[src/design/vpic_map.svh]
`ifndef VPIC_MAP_SVH
`define VPIC_MAP_SVH

// register byte offsets on the apb port
`define VPIC_SMR_BASE 12'h000
`define VPIC_SVR_BASE 12'h080
`define VPIC_IVR 12'h100
`define VPIC_FVR 12'h104
`define VPIC_ISR 12'h108
`define VPIC_IPR 12'h10C
`define VPIC_IMR 12'h110
`define VPIC_CISR 12'h114
`define VPIC_IECR 12'h120
`define VPIC_IDCR 12'h124
`define VPIC_ICCR 12'h128
`define VPIC_ISCR 12'h12C
`define VPIC_EOICR 12'h130
`define VPIC_SPU 12'h134

// source mode register fields
`define VPIC_PRIO_LSB 0
`define VPIC_PRIO_MSB 2
`define VPIC_TYPE_LSB 5
`define VPIC_TYPE_MSB 6

// core status register bits
`define VPIC_CISR_FAST 0
`define VPIC_CISR_NORMAL 1

// reset values
`define VPIC_REG_RST 32'h0000_0000
`define VPIC_ID_RST 5'h00

// priority stack depth, one entry per level
`define VPIC_STACK_DEPTH 8

`endif

[src/design/vpic_pkg.sv]
package vpic_pkg;

   typedef logic [2:0] vpic_prio_t;
   typedef logic [4:0] vpic_id_t;

   // trigger type: bit 0 selects edge, bit 1 selects high / rising for external sources
   typedef enum logic [1:0] {
      VPIC_LOW_LEVEL = 2'h0,
      VPIC_FALL_EDGE = 2'h1,
      VPIC_HIGH_LEVEL = 2'h2,
      VPIC_RISE_EDGE = 2'h3
   } vpic_trig_t;

endpackage

[src/design/vpic_ctrl.sv]
`timescale 1ns/1ps
`include "vpic_map.svh"


module vpic_ctrl #(
   parameter int NSRC = 32,
   parameter logic [31:0] EXT_MASK = 32'h3F00_0001
) (
   input wire logic i_clk,
   input wire logic i_sys_rst,
   input wire logic i_psel,
   input wire logic i_penable,
   input wire logic i_pwrite,
   input wire logic [11:0] i_paddr,
   input wire logic [31:0] i_pwdata,
   output logic [31:0] o_prdata,
   output logic o_pready,
   output logic o_pslverr,
   input wire logic [NSRC-1:0] i_src_irq,
   input wire logic i_protect_mode,
   output logic o_normal_request_line,
   output logic o_fast_request_line
);
   import vpic_pkg::*;

   ////////////////////////////////////////////////////////////////////////////
   // functions

   // active-high view of a source; internal sources are always active high
   function automatic logic src_active(input logic [1:0] trig, input logic ext,
                                       input logic lvl);
      logic pol;
      pol = ext ? trig[1] : 1'b1;
      return pol ? lvl : ~lvl;
   endfunction

   function automatic logic is_edge(input logic [31:0] mode);
      return mode[`VPIC_TYPE_LSB];
   endfunction

   function automatic vpic_prio_t prio_of(input logic [31:0] mode);
      return mode[`VPIC_PRIO_MSB:`VPIC_PRIO_LSB];
   endfunction

   ////////////////////////////////////////////////////////////////////////////
   // declarations

   logic [31:0] src_mode [NSRC];
   logic [31:0] source_vector_slot [NSRC];
   logic [31:0] spurious_vector;
   logic [NSRC-1:0] source_mask_view;
   logic [NSRC-1:0] pend;
   logic [NSRC-1:0] sync1, sync2, sync3;
   logic [NSRC-1:0] act_now, act_prev, edge_evt, qual;
   logic ack_q, err_q;
   logic acc, rd, wr;
   logic hit_smr, hit_svr, hit_fixed;
   logic [4:0] idx;
   logic win_ok;
   vpic_id_t win_id;
   vpic_prio_t win_prio;
   logic irq_want, fast_want;
   logic spur_lock;
   logic cur_valid;
   vpic_id_t cur_id;
   vpic_prio_t cur_prio;
   logic [3:0] depth;
   vpic_id_t stk_id [`VPIC_STACK_DEPTH];
   vpic_prio_t stk_prio [`VPIC_STACK_DEPTH];
   logic mem_valid, mem_irq;
   vpic_id_t mem_id;
   vpic_prio_t mem_prio;
   logic rd_ivr, wr_ivr, rd_fvr, wr_eoi;
   logic do_take, do_spur, fast_ack;
   vpic_id_t take_id;
   vpic_prio_t take_prio;
   logic [NSRC-1:0] ack_mask;

   ////////////////////////////////////////////////////////////////////////////
   // apb slave: one wait state, effects happen at the first access edge

   assign acc = i_psel & i_penable & ~ack_q;
   assign rd = acc & ~i_pwrite;
   assign wr = acc & i_pwrite;
   assign idx = i_paddr[6:2];
   assign hit_smr = (i_paddr[11:7] == 5'h00) && (i_paddr[1:0] == 2'h0);
   assign hit_svr = (i_paddr[11:7] == 5'h01) && (i_paddr[1:0] == 2'h0);

   always_comb begin
      case (i_paddr)
         `VPIC_IVR, `VPIC_FVR, `VPIC_ISR, `VPIC_IPR, `VPIC_IMR, `VPIC_CISR,
         `VPIC_IECR, `VPIC_IDCR, `VPIC_ICCR, `VPIC_ISCR, `VPIC_EOICR,
         `VPIC_SPU: hit_fixed = 1'b1;
         default: hit_fixed = 1'b0;
      endcase
   end

   always_ff @(posedge i_clk or posedge i_sys_rst) begin
      if (i_sys_rst) begin
         ack_q <= 1'b0;
         err_q <= 1'b0;
      end else begin
         ack_q <= acc;
         err_q <= acc & ~(hit_smr | hit_svr | hit_fixed);
      end
   end

   assign o_pready = ack_q;
   assign o_pslverr = err_q;

   ////////////////////////////////////////////////////////////////////////////
   // input synchroniser and edge detect

   always_ff @(posedge i_clk or posedge i_sys_rst) begin
      if (i_sys_rst) begin
         sync1 <= '0;
         sync2 <= '0;
         sync3 <= '0;
      end else begin
         sync1 <= i_src_irq;
         sync2 <= sync1;
         sync3 <= sync2;
      end
   end

   always_comb begin
      for (int i = 0; i < NSRC; i++) begin
         act_now[i] = src_active(src_mode[i][`VPIC_TYPE_MSB:`VPIC_TYPE_LSB],
                                 EXT_MASK[i], sync2[i]);
         act_prev[i] = src_active(src_mode[i][`VPIC_TYPE_MSB:`VPIC_TYPE_LSB],
                                  EXT_MASK[i], sync3[i]);
         edge_evt[i] = act_now[i] & ~act_prev[i];
      end
   end

   ////////////////////////////////////////////////////////////////////////////
   // configuration registers

   always_ff @(posedge i_clk or posedge i_sys_rst) begin
      if (i_sys_rst) begin
         for (int i = 0; i < NSRC; i++) begin
            src_mode[i] <= `VPIC_REG_RST;
            source_vector_slot[i] <= `VPIC_REG_RST;
         end
         spurious_vector <= `VPIC_REG_RST;
      end else if (wr) begin
         if (hit_smr) begin
            // only priority and type bits are kept, the rest reads zero
            src_mode[idx] <= {25'h000_0000, i_pwdata[`VPIC_TYPE_MSB:`VPIC_TYPE_LSB],
                              2'h0, i_pwdata[`VPIC_PRIO_MSB:`VPIC_PRIO_LSB]};
         end
         if (hit_svr) begin
            source_vector_slot[idx] <= i_pwdata;
         end
         if (i_paddr == `VPIC_SPU) begin
            spurious_vector <= i_pwdata;
         end
      end
   end

   always_ff @(posedge i_clk or posedge i_sys_rst) begin
      if (i_sys_rst) begin
         source_mask_view <= '0;
      end else if (wr && i_paddr == `VPIC_IECR) begin
         source_mask_view <= source_mask_view | i_pwdata[NSRC-1:0];
      end else if (wr && i_paddr == `VPIC_IDCR) begin
         source_mask_view <= source_mask_view & ~i_pwdata[NSRC-1:0];
      end
   end

   ////////////////////////////////////////////////////////////////////////////
   // pending state; a new edge wins over a clear in the same cycle

   always_ff @(posedge i_clk or posedge i_sys_rst) begin
      if (i_sys_rst) begin
         pend <= '0;
      end else begin
         for (int i = 0; i < NSRC; i++) begin
            if (is_edge(src_mode[i])) begin
               pend[i] <= edge_evt[i]
                  | (wr && i_paddr == `VPIC_ISCR && i_pwdata[i])
                  | (pend[i] & ~ack_mask[i]
                     & ~(wr && i_paddr == `VPIC_ICCR && i_pwdata[i]));
            end else begin
               pend[i] <= act_now[i];
            end
         end
      end
   end

   ////////////////////////////////////////////////////////////////////////////
   // priority encoder

   assign qual = pend & source_mask_view;

   always_comb begin
      win_ok = 1'b0;
      win_id = `VPIC_ID_RST;
      win_prio = 3'h0;
      // descending scan with >= leaves the smallest number on a tie
      for (int i = NSRC - 1; i >= 1; i--) begin
         if (qual[i] && (!win_ok || prio_of(src_mode[i]) >= win_prio)) begin
            win_ok = 1'b1;
            win_id = 5'(i);
            win_prio = prio_of(src_mode[i]);
         end
      end
   end

   // only a level above the one in service may raise the line
   assign irq_want = win_ok && (!cur_valid || win_prio > cur_prio);
   assign fast_want = qual[0];

   assign o_normal_request_line = irq_want & ~spur_lock;
   assign o_fast_request_line = fast_want & ~spur_lock;

   ////////////////////////////////////////////////////////////////////////////
   // vector port actions

   assign rd_ivr = rd && i_paddr == `VPIC_IVR;
   assign wr_ivr = wr && i_paddr == `VPIC_IVR;
   assign rd_fvr = rd && i_paddr == `VPIC_FVR;
   assign wr_eoi = wr && i_paddr == `VPIC_EOICR;

   always_comb begin
      do_take = 1'b0;
      do_spur = 1'b0;
      take_id = win_id;
      take_prio = win_prio;
      if (i_protect_mode) begin
         // write commits what the read memorized
         if (wr_ivr && mem_valid) begin
            do_take = mem_irq;
            do_spur = ~mem_irq;
            take_id = mem_id;
            take_prio = mem_prio;
         end
      end else begin
         // normal mode: a write to the port does nothing here
         if (rd_ivr) begin
            do_take = irq_want;
            do_spur = ~irq_want;
         end
      end
      if (rd_fvr && !i_protect_mode && !fast_want) begin
         do_spur = 1'b1;
      end
   end

   assign fast_ack = rd_fvr & ~i_protect_mode & fast_want;

   always_comb begin
      ack_mask = '0;
      if (do_take && is_edge(src_mode[take_id])) begin
         ack_mask[take_id] = 1'b1;
      end
      if (fast_ack && is_edge(src_mode[0])) begin
         ack_mask[0] = 1'b1;
      end
   end

   always_ff @(posedge i_clk or posedge i_sys_rst) begin
      if (i_sys_rst) begin
         spur_lock <= 1'b0;
      end else if (do_spur) begin
         spur_lock <= 1'b1;
      end else if (wr_eoi) begin
         spur_lock <= 1'b0;
      end
   end

   // protect mode memory of the last read
   always_ff @(posedge i_clk or posedge i_sys_rst) begin
      if (i_sys_rst) begin
         mem_valid <= 1'b0;
         mem_irq <= 1'b0;
         mem_id <= `VPIC_ID_RST;
         mem_prio <= 3'h0;
      end else if (rd_ivr && i_protect_mode) begin
         mem_valid <= 1'b1;
         mem_irq <= irq_want;
         mem_id <= win_id;
         mem_prio <= win_prio;
      end else if (wr_ivr) begin
         mem_valid <= 1'b0;
      end
   end

   ////////////////////////////////////////////////////////////////////////////
   // service context and level stack

   always_ff @(posedge i_clk or posedge i_sys_rst) begin
      if (i_sys_rst) begin
         cur_valid <= 1'b0;
         cur_id <= `VPIC_ID_RST;
         cur_prio <= 3'h0;
         depth <= 4'h0;
         for (int i = 0; i < `VPIC_STACK_DEPTH; i++) begin
            stk_id[i] <= `VPIC_ID_RST;
            stk_prio[i] <= 3'h0;
         end
      end else if (do_take) begin
         // a take needs a strictly higher level, so eight entries never overflow
         if (cur_valid && depth < 4'(`VPIC_STACK_DEPTH)) begin
            stk_id[depth[2:0]] <= cur_id;
            stk_prio[depth[2:0]] <= cur_prio;
            depth <= depth + 4'h1;
         end
         cur_valid <= 1'b1;
         cur_id <= take_id;
         cur_prio <= take_prio;
      end else if (wr_eoi) begin
         if (depth != 4'h0) begin
            cur_id <= stk_id[3'(depth - 4'h1)];
            cur_prio <= stk_prio[3'(depth - 4'h1)];
            depth <= depth - 4'h1;
         end else begin
            cur_valid <= 1'b0;
            cur_id <= `VPIC_ID_RST;
            cur_prio <= 3'h0;
         end
      end
   end

   ////////////////////////////////////////////////////////////////////////////
   // read data, latched at the access edge

   always_ff @(posedge i_clk or posedge i_sys_rst) begin
      if (i_sys_rst) begin
         o_prdata <= `VPIC_REG_RST;
      end else if (rd) begin
         if (hit_smr) begin
            o_prdata <= src_mode[idx];
         end else if (hit_svr) begin
            o_prdata <= source_vector_slot[idx];
         end else begin
            case (i_paddr)
               `VPIC_IVR: o_prdata <= irq_want ? source_vector_slot[win_id]
                                               : spurious_vector;
               `VPIC_FVR: o_prdata <= fast_want ? source_vector_slot[0]
                                                : spurious_vector;
               `VPIC_ISR: o_prdata <= {27'h000_0000, cur_id};
               `VPIC_IPR: o_prdata <= 32'(pend);
               `VPIC_IMR: o_prdata <= 32'(source_mask_view);
               `VPIC_CISR: o_prdata <= {30'h0000_0000, o_normal_request_line,
                                        o_fast_request_line};
               `VPIC_SPU: o_prdata <= spurious_vector;
               default: o_prdata <= `VPIC_REG_RST;
            endcase
         end
      end
   end

endmodule

[config.mk]
export PLATFORM = sky130hd
export DESIGN_NAME = vpic_ctrl
export DESIGN_NICKNAME = d
export VERILOG_FILES = /design/src/design/vpic_pkg.sv /design/src/design/vpic_ctrl.sv
export VERILOG_INCLUDE_DIRS = /design/src /design/src/design
export SDC_FILE = /design/constraint.sdc
export NUM_CORES = 2
export LEC_CHECK = 0
export BUFFER_PORTS_ARGS = -buffer_cell sky130_fd_sc_hd__buf_2
export CAP_MARGIN = 25
export CORE_ASPECT_RATIO = 0.6
export CORE_MARGIN = 5
export CORE_UTILIZATION = 50
export CTS_BUF_LIST = sky130_fd_sc_hd__clkbuf_4 sky130_fd_sc_hd__clkbuf_8 sky130_fd_sc_hd__clkbuf_16
export CTS_CLUSTER_DIAMETER = 40
export DETAILED_ROUTE_END_ITERATION = 10
export PLACE_DENSITY_LB_ADDON = 0.15
export SLEW_MARGIN = 20
export SYNTH_ARGS = -nofsm -noshare
export SYNTH_HDL_FRONTEND = slang
export SYNTH_SLANG_ARGS = --single-unit
[constraint.sdc]
create_clock -name i_clk -period 103.1 [get_ports i_clk]
set_input_delay 10.31 -clock i_clk [delete_from_list [all_inputs] [get_ports i_clk]]
set_output_delay 10.31 -clock i_clk [all_outputs]
set_load 0.01 [all_outputs]
==> qor.txt <==
========================================================================================
Endpoint of the worst hold-timing path ....................................    sync2[17]
Class of the tightest hold or removal check ...............................   reg -> reg
CP Data Required Time .....................................................     92790 ps
Cell depth of the worst hold path .........................................            0
Maximum ir drop on the vdd rail ...........................................    0.0133 mV
IO Pins ...................................................................          118
Worst setup path category .................................................   reg -> out
Vias per cell .............................................................         7.13
CTS H-tree lvls ...........................................................            4
Most common library cell in the layout ignoring fill and taps ............. sky130_fd_sc_hd__dfrtp_1
Combinational group share of total power ..................................        0.054
R2R Setup Slk .............................................................     52130 ps
Count of endpoints failing setup in the final report ......................            0
TritonCTS clock tree ......................................................         done
# Max-Cap Violations ......................................................            0
Overall die width .........................................................       530 um
Slowest cell on the critical path ......................................... sky130_fd_sc_hd__a21oi_1
Pin count of the biggest net entering global routing ......................          156
Category of cells accounting for the largest share of critical-path delay . compound AO/OA/AOI/OAI gates
Run status ................................................................ finished clean
Clock-pin transition on the worst setup and hold timing paths .............        70 ps
Wire length of the first global-routing pass ..............................    472000 um
Number of resized instances in the post-cts repair step ...................            0
Number of warning messages in the yosys log ...............................            0
Number of failing hold endpoints at the final stage .......................            0
Instance count of the mapped netlist ......................................         6936
Worst Setup Slack, final ..................................................     44160 ps
Overall via count from detail_route .......................................        65084
Reg-to-reg endpoint .......................................................      pend[6]
Top flip-flop cell by instance count after synthesis ...................... sky130_fd_sc_hd__dfrtp_1
Net switching component of the power ......................................     0.332 mW
Shortest clock period the worst path allows after layout ..................     58940 ps
Critical Path Start Type ..................................................    flip-flop
Ratio of cells with drive above 1 in the final layout .....................        0.346
Number of routed nets with antenna violations .............................            0
Number of buffers created by CTS ..........................................          176
Iteration count of the initial detailed-routing pass ......................            7
CP max stage delay ........................................................       710 ps
Internal power contribution ...............................................     0.976 mW
FMAX ......................................................................   0.0170 GHz
Clock group share of total power ..........................................        0.490
Kind of end point of the critical path ....................................  output port
Critical path peak fanout .................................................           23
Area of the core ..........................................................   161000 um2
TritonCTS Sinks ...........................................................         1498
Vias in the first global route ............................................        61709
Sw Share ..................................................................        0.254
Vert. Die Dim .............................................................       322 um
Setup Slack @ Placement ...................................................     46150 ps
Mean instance size in the synthesized netlist .............................     11.7 um2
Launch point of the worst hold path .......................................    sync1[17]
Distinct cells, synth .....................................................          106
Post-route clock skew .....................................................      45.4 ps
Pwr/cell area .............................................................  14.5 nW/um2
Number of buffers inserted by port buffering ..............................          117
Post-layout net count .....................................................         6987
Worst-case reg-to-reg path depth ..........................................          200
Post-CTS setup buffer count ...............................................            0
Post-layout instance count excluding filler cells .........................         9125
Violation count after the first detailed-route iteration ..................        10316
Number of flip-flops and latches in the synthesized netlist ...............         1498
HPWL after detailed placement .............................................    217000 um
Highest-count cells in the layout ignoring fill and taps .................. sky130_fd_sc_hd__dfrtp_1 (1498), sky130_fd_sc_hd__mux2_2 (1324), sky130_fd_sc_hd__nand2_1 (844)
Clock Tree Buf Depth ......................................................            4
Portion of the post-synthesis area used by sequential elements ............        0.461
Static power due to leakage ...............................................      39.8 nW
Grt ovf ...................................................................            0
RSZ-0062 raised after global routing ......................................           no
Number of remaining DRC errors ............................................            0
Effective utilization at floorplan ........................................        0.504
Seq pwr share .............................................................        0.456
Mapped Area ...............................................................    81300 um2
Global Route Usage Sum ....................................................        0.383
CTS Root Cell ............................................................. sky130_fd_sc_hd__clkbuf_16
Share of async-settable or async-resettable flops after synthesis .........         1.00
Mean routed wirelength per cell ...........................................      36.4 um
Worst slew pin tran .......................................................      1190 ps
Cell mode on critical path ................................................ sky130_fd_sc_hd__ha_1
Number of placed cells counting well taps .................................         8787
Post-CTS Hold Fix Bufs ....................................................            0
Setup TNS .................................................................         0 ps
Clock network latency to the later pin of the worst-skew pair .............       840 ps
Die Area ..................................................................   171000 um2
Number of nets produced by synthesis ......................................         7090
Critical path arrival .....................................................     48630 ps
Total detailed-routing wirelength .........................................    332000 um
Final worst-path cycle share ..............................................        0.572
Signed area change from the synthesized netlist to the final layout .......        11.1%
Number of enable-type register cells in the synthesized netlist ...........            0
Site Rows .................................................................          114
Initial antenna violation count ...........................................           23
Max-slew violation count ..................................................            0
Routability congestion estimate ...........................................         1.00
Combined buffer and inverter count along the critical path ................            8
Tightest slew margin relative to the limit ................................        0.203
========================================================================================
-- routing by layer --
| layer | vias to the layer above | GRT usage | wire length, um |
|---|---|---|---|
| met5 | - | 0.00463 | 218 |
| met2 | 4660 | 0.486 | 127000 |
| met1 | 33799 | 0.572 | 141000 |
| met4 | 20 | 0.123 | 11900 |
| met3 | 731 | 0.175 | 52200 |
| li1 | 25874 | - | - |
-- Yosys cell counts (all sizes together), types with 45 or more instances --
cell | n | area, um2
ha | 72 | 901
nand2b | 45 | 282
o22ai | 140 | 890
mux2 | 1324 | 14900
nand3 | 161 | 806
nand2 | 856 | 3220
mux2i | 178 | 1780
a21oi | 198 | 1010
and3 | 92 | 576
nor3 | 77 | 385
nor2 | 209 | 792
a22oi | 71 | 538
inv | 75 | 282
a311oi | 79 | 692
a221oi | 67 | 617
a31oi | 95 | 616
dfrtp | 1498 | 37500
buf | 245 | 1080
clkbuf | 353 | 1330
o21ai | 218 | 1100
mux4 | 323 | 7270
-- sequential cells by signal, summed over array words and instances, names as in the netlist, 3 cells and up, named ones only --
register            flops
cur_id                  5
cur_prio                3
depth                   4
mem_id                  5
mem_prio                3
o_prdata               32
pend                   32
source_vector_slot   1024
spurious_vector        32
src_mode              160
stk_id                 40
stk_prio               24
sync1                  32
sync2                  32
sync3                  32
-- final cells by class --
type | instances | area (um2)
well taps | 2146 | 2690
repair buffers | 317 | 2410
clock inverters | 88 | 956
fillers | 13538 | 71000
clock buffers | 221 | 4910
flip-flops and latches | 1498 | 37500
inverters | 76 | 293
diodes | 15 | 37.5
multi-input cells | 4764 | 41500
-- power groups by stage --
stage	combinational (mW)	sequential [mW]	clock [mW]
finish	0.0707	0.596	0.641
global route	0.0740	0.595	0.672
CTS	0.0685	0.595	0.646
detailed placement	0.0682	0.606	0
global placement	0.0678	0.606	0
floorplan	0.0400	0.606	0
-- cells by family after synthesis --
logic type,after synthesis,share of synthesized area
DFF,1498,0.461
AOI/OAI and AO/OA,1262,0.110
xor gates and xnor gates,12,0.00129
and+or+nand+nor,1590,0.0875
buffers and inverters,674,0.0332
adders and majority gates,75,0.0115
muxes,1825,0.295
-- through the flow --
stage	hold WS [ps]	util	total power, mW	cell area [um2]
2_1_floorplan	331	-	0.646	81300
3_3_place_gp	332	0.521	0.674	84000
3_5_place_dp	335	0.521	0.675	84100
4_1_cts	348	0.558	1.31	90000
5_1_grt	353	0.559	1.34	90300
6_report	346	0.560	1.31	90300
-- worst max path at each step --
stage	startpoint	slack [ps]	end	depth (start not counted)
6_report	flip-flop	44160	o_normal_request_line	195
2_1_floorplan	i_sys_rst	50530	asynchronous set/reset pin	1
3_5_place_dp	flip-flop	46150	o_normal_request_line	196
4_1_cts	flip-flop	44930	o_normal_request_line	194
5_1_grt	flip-flop	40900	o_normal_request_line	197
3_3_place_gp	flip-flop	46780	o_normal_request_line	195
-- worst reg2reg max path: cells and delay by family, from the launching register on --
family / cells / cell delay (ps)
compound gates: 83 / 21840
simple gates: 62 / 12550
fa+ha+maj: 34 / 9190
mux: 14 / 5620
buf+inv: 7 / 1170
flops: 1 / 480
Power figures use the tool's default switching activity.
